$ cat src/rtl/spi_port_pkg.sv
// Shared constants, register map and types of the serial peripheral port
package spi_port_pkg;
   localparam int ADDR_W = 8;
   localparam int IDX_W  = 6;
   // Register indices; the byte address is four times the index
   localparam logic [IDX_W-1:0] IDX_CTRL = 6'h28;
   localparam logic [IDX_W-1:0] IDX_STAT = 6'h29;
   localparam logic [IDX_W-1:0] IDX_DATA = 6'h2A;
   localparam logic [IDX_W-1:0] IDX_DIR  = 6'h30;
   localparam logic [IDX_W-1:0] IDX_PORT = 6'h31;
   localparam logic [IDX_W-1:0] IDX_OPT  = 6'h38;
   localparam logic [7:0] CTRL_RESET = 8'h04;
   localparam logic [3:0] PIN_RESET  = 4'h8;
   // Control fields
   localparam int B_IRQEN  = 7;
   localparam int B_SPE    = 6;
   localparam int B_ODRAIN = 5;
   localparam int B_MASTER_SELECT   = 4;
   localparam int B_CLOCK_POLARITY_SEL   = 3;
   localparam int B_CLOCK_PHASE_SEL   = 2;
   // Status and option fields
   localparam int S_DONE   = 7;
   localparam int S_WRITE_COLLISION_FLAG   = 6;
   localparam int S_MODE_FAULT_FLAG   = 4;
   localparam int O_PRESC  = 2;
   // Port pin numbers shared with the serial function
   localparam int P_MISO = 2;
   localparam int P_MOSI = 3;
   localparam int P_SCK  = 4;
   localparam int P_SS   = 5;
   localparam logic [2:0] LAST_BIT  = 3'h7;
   localparam logic [3:0] EDGE_LAST = 4'hF;
   localparam logic [3:0] BYTE_BITS = 4'h8;
   localparam logic [7:0] DIV_RATIO [0:7] = '{8'h02, 8'h04, 8'h10, 8'h20,
                                              8'h08, 8'h10, 8'h40, 8'h80};
   typedef enum logic [1:0] {
      ST_IDLE   = 2'b00,
      ST_MASTER = 2'b01,
      ST_SLAVE  = 2'b10
   } eng_state_type;
   // Half of the divide ratio: reference cycles per clock phase
   function automatic logic [6:0] half_period(input logic [2:0] code);
      half_period = DIV_RATIO[code][7:1];
   endfunction
endpackage

$ cat src/rtl/rate_if.sv
// Link between the transfer engine and the serial clock divider
`timescale 1ns/100ps
interface rate_if;
   logic       run;
   logic [2:0] code;
   logic       tick;
   modport gen  (input run, input code, output tick);
   modport user (output run, output code, input tick);
endinterface

$ cat src/rtl/spi_master_slave_port.sv
// Serial peripheral port, master or slave, with Avalon-MM registers
// How it works
// - output pin driven only with direction set
// - pins used as inputs ignore direction bits
// - unselected slave floats its data output
// - data bit leads latching edge by half
// - eight clock cycles exchange one byte
// - rate field matters in master mode only
// - master seeing select low flags mode fault
// - select direction bit set disables fault detection
// - phase zero: select gates clock, rises between
// - fault clears master bit and pin directions, keeps interrupt enable
// - busy data write flags collision, is dropped
// - collisions caught in master and slave
// - master transfer: data write to done flag
// - slave phase zero: select spans, eighth sample
// - slave phase one: first active edge starts
// - done or fault interrupts when enabled, unmasked
// - enable off: plain port pins, divider stops
// - master select pin: fault input or output
// - open drain option for the four pins
// - master bit clear means slave mode
// - master clock idles at polarity level
// - prescale bit adds divide by four
// - done clears by status read, data access
`timescale 1ns/100ps
module spi_master_slave_port (
   input  wire logic                           I_REF_CLK,
   input  wire logic                           I_NRST,
   input  wire logic [spi_port_pkg::ADDR_W-1:0] I_AVS_ADDRESS,
   input  wire logic                           I_AVS_READ,
   input  wire logic                           I_AVS_WRITE,
   input  wire logic [31:0]                    I_AVS_WRITEDATA,
   input  wire logic [3:0]                     I_AVS_BYTEENABLE,
   output wire logic [31:0]                    O_AVS_READDATA,
   output wire logic                           O_AVS_WAITREQUEST,
   input  wire logic                           I_CCR_IMASK,
   output wire logic                           O_SPI_IRQ,
   input  wire logic                           I_MISO,
   output wire logic                           O_MISO,
   output wire logic                           O_MISO_OE,
   input  wire logic                           I_MOSI,
   output wire logic                           O_MOSI,
   output wire logic                           O_MOSI_OE,
   input  wire logic                           I_SCK,
   output wire logic                           O_SCK,
   output wire logic                           O_SCK_OE,
   input  wire logic                           I_SS_N,
   output wire logic                           O_SS_N,
   output wire logic                           O_SS_N_OE
);
   import spi_port_pkg::*;

   function automatic logic flag_next(input logic set, input logic flag,
                                      input logic arm, input logic clr);
      flag_next = set | (flag & ~(arm & clr));
   endfunction

   function automatic logic arm_next(input logic flag, input logic arm,
                                     input logic rd, input logic clr);
      arm_next = flag & ~clr & (arm | rd);
   endfunction

   logic [7:0]    ctrl_r;
   logic [5:2]    dir_r;
   logic [5:2]    port_r;
   logic          presc_r;
   logic [5:2]    pin_s1_r;
   logic [5:2]    pin_s2_r;
   logic [5:2]    pin_s3_r;
   logic [5:2]    pin_out_r;
   logic [5:2]    pin_oe_r;
   logic [7:0]    shift_r;
   logic [7:0]    rx_buf_r;
   logic [7:0]    rdata_r;
   logic          out_bit_r;
   logic          sck_r;
   logic          ack_r;
   logic          irq_r;
   logic          done_r;
   logic          write_collision_flag_r;
   logic          mode_fault_flag_r;
   logic          done_arm_r;
   logic          write_collision_flag_arm_r;
   logic          mode_fault_flag_arm_r;
   logic [3:0]    edge_cnt_r;
   logic [2:0]    bit_cnt_r;
   logic [3:0]    msamp_r;
   // Pin synchroniser lag seen by the master's own data input
   localparam int CAP_LAG = 3;
   logic [CAP_LAG-1:0] mcap_r;
   logic [CAP_LAG-1:0] mend_r;
   logic [7:0]    mrx_r;
   eng_state_type state_r;
   eng_state_type state_nxt;

   rate_if rif ();

   sck_rate_gen #(
      .CNT_W (7)
   ) u_rate (
      .I_REF_CLK (I_REF_CLK),
      .I_NRST    (I_NRST),
      .rif       (rif)
   );

   // Control fields
   wire irqen  = ctrl_r[B_IRQEN];
   wire serial_system_enable    = ctrl_r[B_SPE];
   wire odrain = ctrl_r[B_ODRAIN];
   wire master_select   = ctrl_r[B_MASTER_SELECT];
   wire clock_polarity_sel   = ctrl_r[B_CLOCK_POLARITY_SEL];
   wire clock_phase_sel   = ctrl_r[B_CLOCK_PHASE_SEL];

   // Bus decode; a request takes effect on the edge that ends its wait
   wire             req      = I_AVS_READ | I_AVS_WRITE;
   wire [IDX_W-1:0] idx      = I_AVS_ADDRESS[ADDR_W-1:2];
   wire             rd       = I_AVS_READ & ack_r;
   wire             wr       = I_AVS_WRITE & ack_r & I_AVS_BYTEENABLE[0];
   wire [7:0]       wdata    = I_AVS_WRITEDATA[7:0];
   wire             wr_ctrl  = wr & (idx == IDX_CTRL);
   wire             wr_data  = wr & (idx == IDX_DATA);
   wire             wr_dir   = wr & (idx == IDX_DIR);
   wire             wr_port  = wr & (idx == IDX_PORT);
   wire             wr_opt   = wr & (idx == IDX_OPT);
   wire             stat_rd  = rd & (idx == IDX_STAT);
   wire [7:0]       seen     = {8{stat_rd}} & rdata_r;
   wire             data_acc = (rd | wr) & (idx == IDX_DATA);

   wire [7:0] stat_val = {done_r, write_collision_flag_r, 1'b0, mode_fault_flag_r, 4'h0};
   wire [7:0] rd_mux =
      (idx == IDX_CTRL) ? ctrl_r :
      (idx == IDX_STAT) ? stat_val :
      (idx == IDX_DATA) ? rx_buf_r :
      (idx == IDX_DIR)  ? {2'b00, dir_r, 2'b00} :
      (idx == IDX_PORT) ? {2'b00, pin_s2_r, 2'b00} :
      (idx == IDX_OPT)  ? {5'h00, presc_r, 2'b00} : 8'h00;

   // Synchronised pin levels; third stage only feeds edge detection
   wire ss_s    = pin_s2_r[P_SS];
   wire sck_s   = pin_s2_r[P_SCK];
   wire ss_prev = pin_s3_r[P_SS];
   wire sck_chg = sck_s ^ pin_s3_r[P_SCK];

   wire is_master = (state_r == ST_MASTER);
   wire is_slave  = (state_r == ST_SLAVE);
   wire busy      = (state_r != ST_IDLE);
   wire slave_sel = serial_system_enable & ~master_select & ~ss_s;
   wire ss_fall   = ~ss_s & ss_prev;

   // Slave shift clock only counts while selected
   wire s_lead  = slave_sel & sck_chg & (sck_s != clock_polarity_sel);
   wire s_trail = slave_sel & sck_chg & (sck_s == clock_polarity_sel) & is_slave;
   wire m_lead  = rif.tick & ~edge_cnt_r[0];
   wire m_trail = rif.tick & edge_cnt_r[0];
   wire lead    = is_master ? m_lead
                            : s_lead & (is_slave | clock_phase_sel);
   wire trail   = is_master ? m_trail : s_trail;
   // Data changes on one edge and is latched half a period later
   wire sample  = clock_phase_sel ? trail : lead;
   wire drive   = clock_phase_sel ? lead : trail;

   wire [7:0] shift_nxt = {shift_r[6:0],
                           is_master ? pin_s2_r[P_MISO] : pin_s2_r[P_MOSI]};
   wire last_sample = sample & (bit_cnt_r == LAST_BIT);
   wire m_end       = is_master & rif.tick & (edge_cnt_r == EDGE_LAST);
   wire s_done      = is_slave & last_sample;
   // Master input is captured late by the synchroniser lag, so data
   // still lines up at the fastest rate; done waits for the last bit
   wire       m_tail   = |mend_r;
   wire       m_cap    = mcap_r[CAP_LAG-1];
   wire [7:0] mrx_nxt  = {mrx_r[6:0], pin_s2_r[P_MISO]};
   wire       set_done = mend_r[CAP_LAG-1] | s_done;
   wire       tx_busy  = busy | m_tail;

   // Fault only while select serves as the error input
   wire mode_fault_flag_evt = serial_system_enable & master_select & ~dir_r[P_SS] & ~ss_s;
   wire inhibit  = done_r & ~done_arm_r;
   wire write_collision_flag_evt = wr_data & tx_busy;
   wire start_m  = wr_data & serial_system_enable & master_select & ~tx_busy & ~inhibit & ~mode_fault_flag_evt;
   wire load_s   = wr_data & ~master_select & ~tx_busy & ~inhibit;

   // Pin ownership: port function when disabled, select pin as
   // output only in master mode with its direction bit set
   wire [5:2] gp_own   = {~serial_system_enable | master_select, {3{~serial_system_enable}}};
   wire [5:2] spi_out  = {1'b0, {2{serial_system_enable & master_select}},
                          serial_system_enable & ~master_select & ~ss_s};
   wire [5:2] spi_val  = {1'b0, sck_r, out_bit_r, out_bit_r};
   wire [5:2] drv      = dir_r & (spi_out | gp_own);
   wire [5:2] pin_val  = (gp_own & port_r) | (~gp_own & spi_val);
   wire [5:2] oe_nxt   = drv & ~({4{odrain}} & pin_val);
   wire [5:2] out_nxt  = pin_val & ~{4{odrain}};

   assign rif.run  = is_master & serial_system_enable;
   assign rif.code = {presc_r, ctrl_r[1:0]};

   always_comb begin
      state_nxt = state_r;
      case (state_r)
         ST_IDLE: begin
            if (start_m)
               state_nxt = ST_MASTER;
            else if (slave_sel && (clock_phase_sel ? s_lead : ss_fall))
               state_nxt = ST_SLAVE;
         end
         ST_MASTER: begin
            if (m_end || !master_select || !serial_system_enable || mode_fault_flag_evt)
               state_nxt = ST_IDLE;
         end
         ST_SLAVE: begin
            // Select rising ends or aborts a slave byte
            if (!serial_system_enable || master_select || ss_s || (clock_phase_sel && last_sample))
               state_nxt = ST_IDLE;
         end
         default: state_nxt = ST_IDLE;
      endcase
   end

   always_ff @(posedge I_REF_CLK or negedge I_NRST) begin
      if (!I_NRST) begin
         pin_s1_r <= PIN_RESET;
         pin_s2_r <= PIN_RESET;
         pin_s3_r <= PIN_RESET;
      end else begin
         pin_s1_r <= {I_SS_N, I_SCK, I_MOSI, I_MISO};
         pin_s2_r <= pin_s1_r;
         pin_s3_r <= pin_s2_r;
      end
   end

   always_ff @(posedge I_REF_CLK or negedge I_NRST) begin
      if (!I_NRST) begin
         ack_r   <= 1'b0;
         rdata_r <= 8'h00;
      end else begin
         ack_r <= req & ~ack_r;
         if (req && !ack_r)
            rdata_r <= rd_mux;
      end
   end

   // A fault outranks a software write in the same cycle
   always_ff @(posedge I_REF_CLK or negedge I_NRST) begin
      if (!I_NRST) begin
         ctrl_r  <= CTRL_RESET;
         dir_r   <= 4'h0;
         port_r  <= 4'h0;
         presc_r <= 1'b0;
      end else begin
         if (mode_fault_flag_evt)
            ctrl_r[B_MASTER_SELECT] <= 1'b0;
         else if (wr_ctrl)
            ctrl_r <= wdata;
         if (mode_fault_flag_evt)
            dir_r <= 4'h0;
         else if (wr_dir)
            dir_r <= wdata[5:2];
         if (wr_port)
            port_r <= wdata[5:2];
         if (wr_opt)
            presc_r <= wdata[O_PRESC];
      end
   end

   // Set always wins over the clear sequence; a status read arms
   // the clear only for flags it actually returned
   always_ff @(posedge I_REF_CLK or negedge I_NRST) begin
      if (!I_NRST) begin
         done_r     <= 1'b0;
         write_collision_flag_r     <= 1'b0;
         mode_fault_flag_r     <= 1'b0;
         done_arm_r <= 1'b0;
         write_collision_flag_arm_r <= 1'b0;
         mode_fault_flag_arm_r <= 1'b0;
         irq_r      <= 1'b0;
      end else begin
         done_r     <= flag_next(set_done, done_r, done_arm_r, data_acc);
         write_collision_flag_r     <= flag_next(write_collision_flag_evt, write_collision_flag_r, write_collision_flag_arm_r, data_acc);
         mode_fault_flag_r     <= flag_next(mode_fault_flag_evt, mode_fault_flag_r, mode_fault_flag_arm_r, wr_ctrl);
         done_arm_r <= arm_next(done_r, done_arm_r, seen[S_DONE], data_acc);
         write_collision_flag_arm_r <= arm_next(write_collision_flag_r, write_collision_flag_arm_r, seen[S_WRITE_COLLISION_FLAG], data_acc);
         mode_fault_flag_arm_r <= arm_next(mode_fault_flag_r, mode_fault_flag_arm_r, seen[S_MODE_FAULT_FLAG], wr_ctrl);
         irq_r <= irqen & (done_r | mode_fault_flag_r) & ~I_CCR_IMASK;
      end
   end

   always_ff @(posedge I_REF_CLK or negedge I_NRST) begin
      if (!I_NRST) begin
         state_r    <= ST_IDLE;
         edge_cnt_r <= 4'h0;
         bit_cnt_r  <= 3'h0;
         sck_r      <= 1'b0;
      end else begin
         state_r <= state_nxt;
         if (state_nxt == ST_IDLE) begin
            edge_cnt_r <= 4'h0;
            bit_cnt_r  <= 3'h0;
         end else begin
            if (rif.tick)
               edge_cnt_r <= edge_cnt_r + 1'b1;
            if (sample)
               bit_cnt_r <= bit_cnt_r + 1'b1;
         end
         if (is_master)
            sck_r <= sck_r ^ rif.tick;
         else
            sck_r <= clock_polarity_sel;
      end
   end

   // Writes land in the shifter only while idle
   always_ff @(posedge I_REF_CLK or negedge I_NRST) begin
      if (!I_NRST) begin
         shift_r   <= 8'h00;
         out_bit_r <= 1'b0;
         rx_buf_r  <= 8'h00;
      end else begin
         if (start_m || load_s)
            shift_r <= wdata;
         else if (sample)
            shift_r <= shift_nxt;
         if (start_m)
            out_bit_r <= wdata[7];
         else if (drive || (state_r == ST_IDLE && slave_sel && ss_fall))
            out_bit_r <= shift_r[7];
         if (mend_r[CAP_LAG-1])
            rx_buf_r <= m_cap ? mrx_nxt : mrx_r;
         else if (s_done)
            rx_buf_r <= sample ? shift_nxt : shift_r;
      end
   end

   always_ff @(posedge I_REF_CLK or negedge I_NRST) begin
      if (!I_NRST) begin
         pin_out_r <= PIN_RESET;
         pin_oe_r  <= 4'h0;
      end else begin
         pin_out_r <= out_nxt;
         pin_oe_r  <= oe_nxt;
      end
   end

   assign O_AVS_WAITREQUEST = req & ~ack_r;
   assign O_AVS_READDATA    = {24'h00_0000, rdata_r};
   assign O_SPI_IRQ         = irq_r;
   assign O_MISO            = pin_out_r[P_MISO];
   assign O_MISO_OE         = pin_oe_r[P_MISO];
   assign O_MOSI            = pin_out_r[P_MOSI];
   assign O_MOSI_OE         = pin_oe_r[P_MOSI];
   assign O_SCK             = pin_out_r[P_SCK];
   assign O_SCK_OE          = pin_oe_r[P_SCK];
   assign O_SS_N            = pin_out_r[P_SS];
   assign O_SS_N_OE         = pin_oe_r[P_SS];

   always_ff @(posedge I_REF_CLK or negedge I_NRST) begin
      if (!I_NRST) begin
         mcap_r <= '0;
         mend_r <= '0;
         mrx_r  <= 8'h00;
      end else begin
         mcap_r <= {mcap_r[CAP_LAG-2:0], is_master & sample};
         mend_r <= {mend_r[CAP_LAG-2:0], m_end};
         if (m_cap)
            mrx_r <= mrx_nxt;
      end
   end

   // Master samples counted per byte, read only by a check below
   always_ff @(posedge I_REF_CLK or negedge I_NRST) begin
      if (!I_NRST)
         msamp_r <= 4'h0;
      else if (start_m)
         msamp_r <= 4'h0;
      else if (is_master && sample)
         msamp_r <= msamp_r + 1'b1;
   end
endmodule

$ cat src/rtl/sck_rate_gen.sv
// Divider that marks each half period of the master serial clock
`timescale 1ns/100ps
module sck_rate_gen #(
   parameter int CNT_W = 7
) (
   input wire logic I_REF_CLK,
   input wire logic I_NRST,
   rate_if.gen      rif
);
   import spi_port_pkg::*;

   if (CNT_W < 7) begin : g_chk
      $error("CNT_W cannot hold the longest half period");
   end

   logic [CNT_W-1:0] cnt_r;
   wire  [CNT_W-1:0] half = CNT_W'(half_period(rif.code));
   wire              last = (cnt_r == half - 1'b1);

   // Counter is held at zero between transfers so no stray edge appears
   always_ff @(posedge I_REF_CLK or negedge I_NRST) begin
      if (!I_NRST)
         cnt_r <= '0;
      else if (!rif.run || last)
         cnt_r <= '0;
      else
         cnt_r <= cnt_r + 1'b1;
   end

   assign rif.tick = rif.run & last;
endmodule

$ cat config.mk
export PLATFORM = sky130hd
export DESIGN_NAME = spi_master_slave_port
export DESIGN_NICKNAME = d
export VERILOG_FILES = /design/src/rtl/spi_port_pkg.sv /design/src/rtl/rate_if.sv /design/src/rtl/spi_master_slave_port.sv /design/src/rtl/sck_rate_gen.sv
export SDC_FILE = /design/constraint.sdc
export NUM_CORES = 1
export LEC_CHECK = 0
export BUFFER_PORTS_ARGS = -buffer_cell sky130_fd_sc_hd__buf_4
export CAP_MARGIN = 5
export CORE_ASPECT_RATIO = 1.5
export CORE_MARGIN = 2
export CORE_UTILIZATION = 38
export CTS_BUF_LIST = sky130_fd_sc_hd__clkbuf_8
export CTS_CLUSTER_DIAMETER = 200
export CTS_CLUSTER_SIZE = 40
export DETAILED_ROUTE_END_ITERATION = 8
export PLACE_DENSITY_LB_ADDON = 0.15
export SETUP_SLACK_MARGIN = 0.05
export SLEW_MARGIN = 20
export SYNTH_ARGS = -nofsm -noshare
export SYNTH_HDL_FRONTEND = slang
export SYNTH_SLANG_ARGS = --single-unit
$ cat constraint.sdc
create_clock -name I_REF_CLK -period 3.25 [get_ports I_REF_CLK]
set_input_delay 0.65 -clock I_REF_CLK [delete_from_list [all_inputs] [get_ports I_REF_CLK]]
set_output_delay 0.65 -clock I_REF_CLK [all_outputs]
set_load 0.005 [all_outputs]
* Word level (Yosys, flattened, before mapping)
Memories as Yosys holds them, arrays and structs flattened.
Cells that the tools add are included.
** Word-level totals
- Bits in registers :: 101
- Memories kept :: 1
- Memory bits (read-only) :: 64
- Input port bits :: 53
- Logic and storage cells :: 213
- Latch bits :: 0
- RAM bits :: 0
- Output and inout bits :: 42
** Memory list
- (no name shown) :: words 8, bits a word 8, read ports 1, clocked after Yosys merged registers in 0, write ports 0, line spi_port_pkg.sv:43 : half_period = DIV_RATIO[code][7:1];
** Operators by class
- Order comparisons :: 1
- Eq/ne operators :: 13
- Shift operators :: 0
- Add/sub/neg operators :: 4
- Reduce and logical (&&, ||, !) cells :: 29
- Bitwise operators :: 99
- Divide/modulo/power cells :: 0
- Multiplexer cells :: 36
- Multipliers :: 0
** Operators with widths (number)
- 2-to-1 mux 8 bit :: 10
- bitwise AND 1 bit :: 55
- equality test 6 bit (second input constant) :: 6
- bitwise AND 4 bit :: 5
- 2-to-1 mux 4 bit :: 4
- inverter 1 bit :: 16
- nonzero test 2 bit :: 7
- OR 1 bit :: 13
- 2-to-1 mux 6 bit :: 2
- inverter 4 bit :: 3
- 2-to-1 mux 1 bit :: 10
- logical OR 1 bit :: 9
- 2-to-1 mux 3 bit :: 3
- bitwise AND 8 bit :: 1
- 2-to-1 mux 2 bit :: 4
- adder 7 x 1 -> 7 bit (second input constant) :: 1
- equality test 7 bit :: 1
- 2-to-1 mux 7 bit :: 1
- subtractor 7 x 1 -> 7 bit (second input constant) :: 1
- case mux 2 bit (3 select lines) :: 1
- logical AND 1 bit :: 5
- 2-to-1 mux 5 bit :: 1
- adder 4 x 1 -> 4 bit (second input constant) :: 1
- bitwise AND 4 x 3 -> 4 bit :: 1
- 16 further kinds :: 21

* Logic depth before layout (Yosys ltp)
Gate-level depths: netlist of the first run.
- Depth after elaboration :: 17
- Depth in mapped cells :: 12
- Gate-level depth less buffers :: 10

* Hierarchy
A second synthesis of the first run with hierarchy kept.
** Unflattened totals
- Cells, all modules :: 444
- Area total of the unflattened synthesis :: 4842.1 um^2
** By module, submodules not included
- spi_master_slave_port :: cells an instance 392, times used 1, sequential area each 2308.5 um^2, area each 4329.2 um^2
- sck_rate_gen :: cells an instance 52, times used 1, sequential area each 175.2 um^2, area each 513.0 um^2

* Least setup slack after synthesis of the first run
No wires, ideal clock.
- Path kind :: register to register
- Start :: reg ctrl_r[1]
- End :: reg shift_r[0]
- Buffers on the path :: 1
- Data arrival time :: 2.691 ns
- Period minus slack after synthesis :: 2.815 ns
- Path slack :: 0.435 ns
- Cell stages (with the launch flop) :: 12
- Path through :: dfrtp_1 -> buf_2 -> nor2_1 -> nand2_1 -> ha_1 -> or3b_2 -> a211o_1 -> o211ai_2 -> a211oi_4 -> a32oi_2 -> mux2_1 -> mux2_2
** On the way
- Longest elaborated chain between the ends :: 12
- Elaborated cells between the ends (all ways) :: 14
- Those cells by class :: add/sub: 1; eq/ne: 1; mux: 7; bitwise: 4; memory: 1
** RTL lines
- start: declaration :: line spi_master_slave_port.sv:64 : logic [7:0] ctrl_r;
- start signal: assignment :: line spi_master_slave_port.sv:253 : ctrl_r <= wdata;
- inverter 3 -> 4 bit (implied by the code) * :: line spi_port_pkg.sv:43
- memory read (8 x 8 bit) *
- 2-to-1 mux 8 bit (implied by the code) * (2 in a row) :: line spi_port_pkg.sv:43
- subtractor 7 x 1 -> 7 bit * :: line sck_rate_gen.sv:18 : wire last = (cnt_r == half - 1'b1);
- equality test 7 bit * :: line sck_rate_gen.sv:18
- bitwise AND 1 bit * :: line sck_rate_gen.sv:30 : assign rif.tick = rif.run & last;
- bitwise AND 1 bit, on equally long branches :: line spi_master_slave_port.sv:154, spi_master_slave_port.sv:155
- 2-to-1 mux 1 bit, on equally long branches :: line spi_master_slave_port.sv:156, spi_master_slave_port.sv:158
- 2-to-1 mux 1 bit * :: line spi_master_slave_port.sv:160 : wire sample = clock_phase_sel ? trail : lead;
- 2-to-1 mux 8 bit * (2 in a row)
- end signal: assignment :: line spi_master_slave_port.sv:319 : shift_r <= wdata;
- end signal: assignment :: line spi_master_slave_port.sv:321 : shift_r <= shift_nxt;
- end: declaration :: line spi_master_slave_port.sv:73 : logic [7:0] shift_r;
Every way passes the cells marked *; elsewhere a longest branch is shown, timed or not. The select of a mux whose other input is x is not followed.
A chain may end at the register's enable or synchronous reset.

* Final worst setup path of the first run
Ends and elaborated chain as after synthesis.

==> impl_metrics.json, run 1 <==
{
  "hold_buffers": 0,
  "rsz0062_at_grt": "false",
  "power_mw": 2.33,
  "syn-instance-count": 467,
  "clockBufferDepth": 2,
  "grt_pass1_wl_mm": 17.7,
  "post-cts-setup-buffers": 0,
  "die_h_microns": 142,
  "synth-compound-area-share_pct": 11.5,
  "rows": 50,
  "route.detailed.drc": 0,
  "r2r-start": "ctrl_r[1]$_DFFE_PN0P_",
  "initial_core_util_pct": 38.7,
  "synth.top_cell.area_share_pct": 49.1,
  "cts_resized": 0,
  "core_area_sq_um": 12400,
  "ys_warn_count": 0,
  "vias_per_cell": 5.07,
  "peakVddDrop_mv": 0.180,
  "place_area_sq_um": 5220,
  "drive_gt1_share_pct": 21.1,
  "hold_violations": 0,
  "synth_area_leaders": "dfrtp_1, mux2_2, a21oi_1, mux2i_1, nand2_1",
  "worst_pin_slew_ns": 0.891,
  "cts_max_level": 3,
  "drt_wl_total_mm": 10.9,
  "finalWorstSetupSlack_ns": 0.361,
  "maxSlewHeadroom_pct": 40.1,
  "syn-cell-area_sq_um": 4790,
  "ys.flop_type": "dfrtp_1",
  "synth_edf_count": 0,
  "track_usage_pct": 17.2,
  "synth-adder-area-share_pct": 1.31,
  "drv_cap": 0,
  "required_ns": 3.52,
  "worstPathArrival_ns": 3.16,
  "antenna_found_initial": 0,
  "cts_root_buf": "clkbuf_8",
  "end_kind": "register",
  "io_pins": 95,
  "final_area_sq_um": 5420,
  "io_buffers": 41,
  "synth_seq_area_share_pct": 51.8,
  "yosys.area.top_type": "dfrtp_1",
  "yosysUniqueCellTypes": 54,
  "synth_xor_xnor_area_share_pct": 2.74,
  "critPathKind": "register to register",
  "dieWidth_microns": 95.7,
  "async_flop_share_pct": 100,
  "area_growth_pct": 13.1,
  "layout_common_cells": "dfrtp_1, nor2_1, nand2_1, buf_4, a21oi_1",
  "cts_buffers": 9,
  "clock_skew_ns": 0.0126,
  "setup_viol": 0,
  "maxSlewViolCount": 0,
  "clkTransAtPathRegs_ns": 0.11,
  "p_per_area_nw_per_um2": 430,
  "grt-ovfl-total": 0,
  "vias": 3410,
  "place.gp.congestion": 0.831,
  "fin_crit_ns": 2.89,
  "ys_ff_latch": 99,
  "post-place-ws_ns": 0.367,
  "cts_tree": "yes",
  "dr.first_iter.drc_count": 221,
  "layout_commonest_cell": "dfrtp_1",
  "dp_hpwl_mm": 8.16,
  "start_kind": "register",
  "finalSetupTns_ns": 0,
  "p_leak_nw": 2.53,
  "timing.fmax_ghz": 0.346,
  "grt_max_degree": 88,
  "fin_cells": 673,
  "synth_top_family_by_area": "simple AND/OR/NAND/NOR gates",
  "layout_worst_path_cycle_share_pct": 88.9,
  "insertedDiodeCount": 0,
  "drt-pass1-iter-count": 4,
  "clkLatencyLatePin_ns": 0.38,
  "status": "finished clean",
  "layout.nets": 570,
  "crit_fanout": 6,
  "ant_nets": 0,
  "synthMuxAreaShare_pct": 10.5,
  "synth_simple_gate_area_share_pct": 15.8,
  "dp_cells": 657,
  "postSynthAreaPerCell_sq_um": 10.3,
  "grt_pass1_vias": 3357,
  "hold_class": "input port to async pin",
  "numClockSinks": 99,
  "dieArea_sq_um": 13500,
  "crit_start": "ctrl_r[1]$_DFFE_PN0P_",
  "wl_per_cell_microns": 16.2
}
registers in the layout (all words and copies together), names as in the netlist, 3 cells and up:
| name | cells |
|---|---|
| rdata_r | 8 |
| pin_out_r | 4 |
| edge_cnt_r | 4 |
| u_rate.cnt_r | 7 |
| mend_r | 3 |
| pin_s2_r | 4 |
| mcap_r | 3 |
| mrx_r | 8 |
| dir_r | 4 |
| pin_oe_r | 4 |
| pin_s1_r | 4 |
| shift_r | 8 |
| rx_buf_r | 8 |
| bit_cnt_r | 3 |
| port_r | 4 |
| ctrl_r | 8 |
metrics by stage:
stage	hold WS (ns)	util [%]
detailed placement	0.336	42.2
floorplan	0.331	-
global route	0.0860	43.8
finish	0.0933	43.8
global placement	0.334	42.2
CTS	0.0832	43.8
critical path, stage by stage (launching register included):
cell,delay [ns]
dfrtp_1,0.44
nor2_1,0.15
nand2_1,0.08
ha_1,0.28
or3b_2,0.51
a211o_1,0.29
o211ai_2,0.13
a211oi_4,0.09
a32oi_2,0.22
mux2_1,0.34
mux2_2,0.26
final cells by class:
| cell class | count | area, sq um |
|---|---|---|
| Fill cell | 1201 | 6970 |
| Sequential cell | 99 | 2480 |
| Multi-Input combinational cell | 339 | 2100 |
| Timing Repair Buffer | 53 | 410 |
| Tap cell | 156 | 195 |
| Clock buffer | 9 | 124 |
| Clock inverter | 7 | 75.1 |
| Inverter | 10 | 37.5 |
Yosys cell counts, types with 7 or more instances:
library cell,n
a21oi_1,40
buf_4,25
clkbuf_1,14
dfrtp_1,94
inv_1,10
mux2_2,26
mux2i_1,20
nand2_1,52
nand2b_1,8
nand3_1,10
nor2_1,52
nor3_1,7
o21ai_0,24
xnor2_1,7
xor2_1,8
metal layers:
metal  share of wire (%)  track usage, %
met2                  52            28.6
met1                  43            22.1
met4                 1.8            5.64
met5                   0               0
met3                 3.6            3.51
logic make-up after synthesis:
kind of cell               after synthesis
and+or+nand+nor                        160
muxes                                   47
AOI/OAI and AO/OA                       88
buffers and inverters                   52
DFF                                     99
adders and majority gates                5
xor gates and xnor gates                15
other                                    1
path summary, 6_finish.rpt:
check	end	slack [ns]	depth (start not counted)
setup / recovery	shift_r[0]$_DFF_PN0_	0.36	10
hold / removal	rdata_r[4]$_DFFE_PN0P_	0.09	1
setup reg to reg	shift_r[0]$_DFF_PN0_	0.36	10
hold reg to reg	mcap_r[1]$_DFF_PN0_	0.36	0
max in group asynchronous	pin_s3_r[5]$_DFF_PN1_	2.40	2
min in group I_REF_CLK	mcap_r[1]$_DFF_PN0_	0.36	0
report_power, final:
part / switching, mW / internal, mW
sequential: 0.0385 / 1.27
combinational: 0.116 / 0.0930
clock: 0.460 / 0.360
Note: power is estimated with default switching activity, not from simulation.
==> run 2, diff against run 1 <==
CORE_UTILIZATION = 57   (was 38)
GPL_TIMING_DRIVEN = 0   (was default)
==> run 2 against run 1 <==
Net effect: register-to-register slack worse by 0.19 ns; cell count decreased by 2.5%; critical path type unchanged; maximum frequency fell by 6.3%; clock skew shrank 0.00082 ns.
==> impl_metrics.json, run 2 (same netlist as run 1, synthesis figures left out) <==
{
  "status": "finished clean",
  "p_leak_nw": 2.67,
  "dr.max_layer_used": "met4",
  "required_ns": 3.51,
  "peakVddDrop_mv": 0.322,
  "place.gp.congestion": 0.912,
  "worst_pin_slew_ns": 0.864,
  "timing.fmax_ghz": 0.324,
  "numClockSinks": 99,
  "worstPathArrival_ns": 3.34,
  "ant_nets": 0,
  "area_growth_pct": 16.6,
  "dr.first_iter.drc_count": 296,
  "die_h_microns": 116,
  "fin_crit_ns": 3.08,
  "fillers": 676,
  "dp_cells": 638,
  "clock_skew_ns": 0.0118,
  "rsz0062_at_grt": "false",
  "start_kind": "register",
  "finalSetupTns_ns": 0,
  "setup_viol": 0,
  "core_area_sq_um": 8310,
  "final_util_pct": 67.2,
  "io_pins": 95,
  "layout_worst_path_cycle_share_pct": 94.9,
  "end_kind": "register",
  "layout.nets": 603,
  "fin_cells": 656,
  "cts_max_level": 3,
  "grt_max_degree": 100,
  "hold_buffers": 0,
  "drt_wl_total_mm": 10.5,
  "crit_fanout": 10,
  "wl_met3_microns": 309,
  "grt_pass1_vias": 3430,
  "maxSlewViolCount": 0,
  "r2r_slack_ns": 0.17,
  "layout_commonest_cell": "dfrtp_1",
  "clkTransAtPathRegs_ns": 0.09,
  "wl_per_cell_microns": 16.0,
  "p_per_area_nw_per_um2": 424,
  "layout_common_cells": "dfrtp_1, buf_4, nand2_1",
  "rows": 41,
  "vias_per_cell": 5.42,
  "track_usage_pct": 24.4,
  "cts_root_buf": "clkbuf_8",
  "dieWidth_microns": 78.9,
  "hold_class": "register to register",
  "io_buffers": 41,
  "wl_met1_mm": 4.45,
  "initial_core_util_pct": 57.7,
  "cts_tree": "yes",
  "clockBufferDepth": 2,
  "antenna_found_initial": 0,
  "fin_hold_ws_ns": 0.353,
  "maxSlewHeadroom_pct": 42.4,
  "critPathKind": "register to register",
  "drt-pass1-iter-count": 4,
  "drv_cap": 0,
  "route.detailed.drc": 0,
  "insertedDiodeCount": 0,
  "dp_hpwl_mm": 7.81,
  "hold_violations": 0,
  "dr_wl_met2_mm": 5.44,
  "grt_pass1_wl_mm": 17.0,
  "drive_gt1_share_pct": 23.3,
  "grt-ovfl-total": 0,
  "vias": 3556,
  "dieArea_sq_um": 9170,
  "clkLatencyLatePin_ns": 0.37,
  "cts_buffers": 9
}
==> run 2: cell count changes in the layout (fill, tap and decap cells not counted), sizes merged <==
cell and change:
clkinv +2, clkbuf +14, inv -1, buf +19, clkinvlp -3, bufinv +1
==> run 2: layer usage <==
| metal | global-route usage, % | vias to the layer above |
|---|---|---|
| met5 | 0 | - |
| met4 | 10.2 | 0 |
| met1 | 30.6 | 1715 |
| met3 | 3.71 | 27 |
| li1 | - | 1725 |
| met2 | 42.3 | 89 |
==> run 2: per-stage QoR <==
stage | cell area [sq um] | worst slack (ns) | total power, mW
CTS | 5530 | 0.113 | 2.37
detailed placement | 5320 | 0.132 | 1.55
floorplan | 4880 | 0.435 | 1.45
global placement | 5320 | 0.142 | 1.55
finish | 5590 | 0.167 | 2.37
global route | 5590 | 0.0660 | 2.46
==> run 2: power breakdown <==
group	switching [mW]	total, mW	internal [mW]
Combinational	0.133	0.244	0.111
Sequential	0.0251	1.29	1.27
Clock	0.407	0.832	0.425
Total	0.564	2.37	1.80
==> run 2: final cells by class <==
type / count / area [sq um] / share of cell area, %
Buffer: 42 / 268 / 4.79
Multi-Input combinational cell: 339 / 2120 / 38.0
Tap cell: 107 / 134 / 2.40
Clock inverter: 6 / 82.6 / 1.48
Sequential cell: 99 / 2480 / 44.4
Timing Repair Buffer: 44 / 338 / 6.05
Clock buffer: 9 / 124 / 2.22
Inverter: 10 / 37.5 / 0.672
==> run 2: final timing paths <==
kind,startpoint,to,cells past startpoint
max in group asynchronous,I_NRST,ctrl_r[1]$_DFFE_PN0P_,1
min in group asynchronous,I_NRST,pin_out_r[4]$_DFF_PN0_,1
hold reg to reg,pin_s1_r[4]$_DFF_PN0_,pin_s2_r[4]$_DFF_PN0_,0
setup reg to reg,ctrl_r[1]$_DFFE_PN0P_,shift_r[0]$_DFF_PN0_,12
hold / removal,pin_s1_r[4]$_DFF_PN0_,pin_s2_r[4]$_DFF_PN0_,0
setup / recovery,ctrl_r[1]$_DFFE_PN0P_,shift_r[0]$_DFF_PN0_,12
==> run 2: repair_timing <==
| action | 4_1_cts | 5_1_grt |
|---|---|---|
| endpoints found under the setup margin | 0 | 15 |
| buffers inserted | 0 | 3 |
| resized for setup | 0 | 8 |
==> run 2: worst max-delay path: stages (launching register included) <==
cell and delay [ns]:
dfrtp_1 0.40, buf_4 0.17, nor2_2 0.12, nand2_1 0.07, ha_2 0.23, or3b_2 0.49
a211o_1 0.34, o211ai_4 0.12, a211oi_4 0.07, buf_6 0.17, a32oi_4 0.20, mux2_1 0.34
mux2_2 0.26
==> run 3, diff against run 2 <==
ABC_AREA = 1   (was default)
CAP_MARGIN = default   (was 5)
==> run 3 against run 2 <==
Net effect: die area is 2.5% higher; critical path depth is 6 higher; combinational power is 27% higher; count of clock-buffer cells in the layout stayed put; cell count is 16% higher; worst hold slack worse by 0.032 ns; register-to-register slack better by 0.49 ns; clock power is 3.5% lower; worst setup slack better by 0.49 ns; area after synthesis is 2.6% higher.
==> impl_metrics.json, run 3 <==
{
  "status": "finished clean",
  "crit_end": "bit_cnt_r[0]$_DFFE_PN0P_",
  "cts_resized": 0,
  "yosysMostFrequentCell": "nand2_1",
  "power_mw": 2.42,
  "yosys.area.top_type": "dfrtp_1",
  "grt_pass1_wl_mm": 17.5,
  "r2r_slack_ns": 0.65,
  "required_ns": 3.52,
  "initial_core_util_pct": 58.4,
  "dieWidth_microns": 79.8,
  "final_area_sq_um": 5650,
  "crit_fanout": 10,
  "hold_violations": 0,
  "worst-path-buf-inv": 3,
  "track_usage_pct": 24.4,
  "drv_cap": 0,
  "ys_warn_count": 0,
  "worstRegToRegCells": 18,
  "fillers": 736,
  "ys.flop_type": "dfrtp_1",
  "grt-ovfl-total": 0,
  "worst_pin_slew_ns": 0.883,
  "numClockSinks": 99,
  "synth_area_leaders": "dfrtp_1, nand2_1, inv_1, nand3_1, buf_4",
  "insertedDiodeCount": 0,
  "cts_root_buf": "clkbuf_8",
  "crit_top_cell": "nand2_1",
  "layout_commonest_cell": "nand2_1",
  "rsz0062_at_grt": "false",
  "cts_buffers": 9,
  "dr.first_iter.drc_count": 288,
  "maxSlewViolCount": 0,
  "layout.nets": 705,
  "clkLatencyLatePin_ns": 0.38,
  "cpLargestDelayFamily": "simple AND/OR/NAND/NOR gates",
  "synthTopCellsByCount": "nand2_1, dfrtp_1, inv_1",
  "yosysUniqueCellTypes": 41,
  "place.gp.congestion": 0.924,
  "p_per_area_nw_per_um2": 429,
  "clkTransAtPathRegs_ns": 0.10,
  "p_leak_nw": 2.84,
  "synth.top_cell.area_share_pct": 47.8,
  "start_kind": "register",
  "end_kind": "register",
  "clock_skew_ns": 0.0108,
  "hold_class": "input port to async pin",
  "core_area_sq_um": 8410,
  "synth_seq_area_share_pct": 50.5,
  "io_pins": 95,
  "postSynthAreaPerCell_sq_um": 8.59,
  "post-cts-setup-buffers": 0,
  "cts_tree": "yes",
  "die_h_microns": 118,
  "wl_per_cell_microns": 14.1,
  "crit_chain": "buf_6 -> nor2_4 -> nand2_1 -> ha_1 -> inv_1 -> nand2_1 -> o21ai_1 -> nand2_1 -> nand2_1 -> nand3_2 -> nor2_8 -> nand3_2 -> inv_2 -> nand4_4 -> nand2_2 -> nand2_4 -> nor2_8 -> nor2_2",
  "ant_nets": 0,
  "post-place-ws_ns": 0.673,
  "fin_hold_ws_ns": 0.321,
  "place_area_sq_um": 5450,
  "antenna_found_initial": 0,
  "finalWorstSetupSlack_ns": 0.652,
  "grt_max_degree": 100,
  "drt_wl_total_mm": 10.7,
  "fin_crit_ns": 2.60,
  "dieArea_sq_um": 9400,
  "async_flop_share_pct": 100,
  "syn-cell-area_sq_um": 4920,
  "cts_max_level": 3,
  "peakVddDrop_mv": 0.330,
  "finalSetupTns_ns": 0,
  "layout_worst_path_cycle_share_pct": 79.9,
  "vias_per_cell": 5.15,
  "worst_r2r_endpoint": "bit_cnt_r[0]$_DFFE_PN0P_",
  "clockBufferDepth": 2,
  "path_depth": 18,
  "io_buffers": 41,
  "grt_pass1_vias": 3674,
  "dp_hpwl_mm": 8.12,
  "r2r-start": "ctrl_r[1]$_DFFE_PN0P_",
  "synth_edf_count": 0,
  "timing.fmax_ghz": 0.385,
  "fin_cells": 759,
  "ys_ff_latch": 99,
  "drt-pass1-iter-count": 5,
  "critPathKind": "register to register",
  "crit_start": "ctrl_r[1]$_DFFE_PN0P_",
  "area_growth_pct": 14.9,
  "setup_viol": 0,
  "rows": 41,
  "maxSlewHeadroom_pct": 41.1,
  "drive_gt1_share_pct": 19.5,
  "final_util_pct": 67.1,
  "vias": 3911,
  "slowest_delay_ns": 0.40,
  "worstPathArrival_ns": 2.86,
  "syn-instance-count": 572,
  "slowest_stage": "dfrtp_1",
  "hold_buffers": 0,
  "route.detailed.drc": 0,
  "layout_common_cells": "nand2_1, dfrtp_1, buf_4",
  "dp_cells": 743
}
## run 3: worst min-delay path by stage
stage | start | end | slack, ns
finish | I_NRST | u_rate.cnt_r[1]$_DFF_PN0_ | 0.32
global route | pin_s1_r[3]$_DFF_PN0_ | pin_s2_r[3]$_DFF_PN0_ | 0.36
CTS | pin_s1_r[3]$_DFF_PN0_ | pin_s2_r[3]$_DFF_PN0_ | 0.35
detailed placement | pin_s1_r[4]$_DFF_PN0_ | pin_s2_r[4]$_DFF_PN0_ | 0.33
global placement | pin_s1_r[3]$_DFF_PN0_ | pin_s2_r[3]$_DFF_PN0_ | 0.33
floorplan | mcap_r[0]$_DFF_PN0_ | mcap_r[1]$_DFF_PN0_ | 0.33
## run 3: cell families (layout without fill, tap and decap cells)
logic type | count (synthesis) | in the layout | synth area share (%)
AND/OR/NAND/NOR | 272 | 272 | 26.5
buffers and inverters | 104 | 161 | 10.5
flip-flops | 99 | 99 | 50.5
AO/OA/AOI/OAI | 81 | 81 | 9.24
XOR/XNOR | 9 | 9 | 1.60
adder cells (fa/ha/maj) | 5 | 5 | 1.27
other | 1 | 24 | 0.0763
multiplexers | 1 | 1 | 0.204
## run 3: layout make-up
type                       instances  area, sq um  area share (%)
sequential                        99         2480            44.0
timing repair buffer              41          312            5.51
clock buffer                       9          124            2.19
multi-input combinational        392         2000            35.4
clock inverter                     7         77.6            1.37
buffer                            36          263            4.65
inverter                          68          255            4.52
tap                              107          134            2.37
## run 3: routing by layer
metal	global-route usage [%]	share of wire (%)
met5	0	0
met4	9.75	2.7
met3	3.99	4.1
met2	41.4	52
met1	30.6	41
## run 3: report_power, final
group | switching (mW) | total (mW) | internal, mW
clock network | 0.442 | 0.803 | 0.361
logic | 0.185 | 0.310 | 0.125
registers | 0.0300 | 1.31 | 1.28
total | 0.657 | 2.42 | 1.77
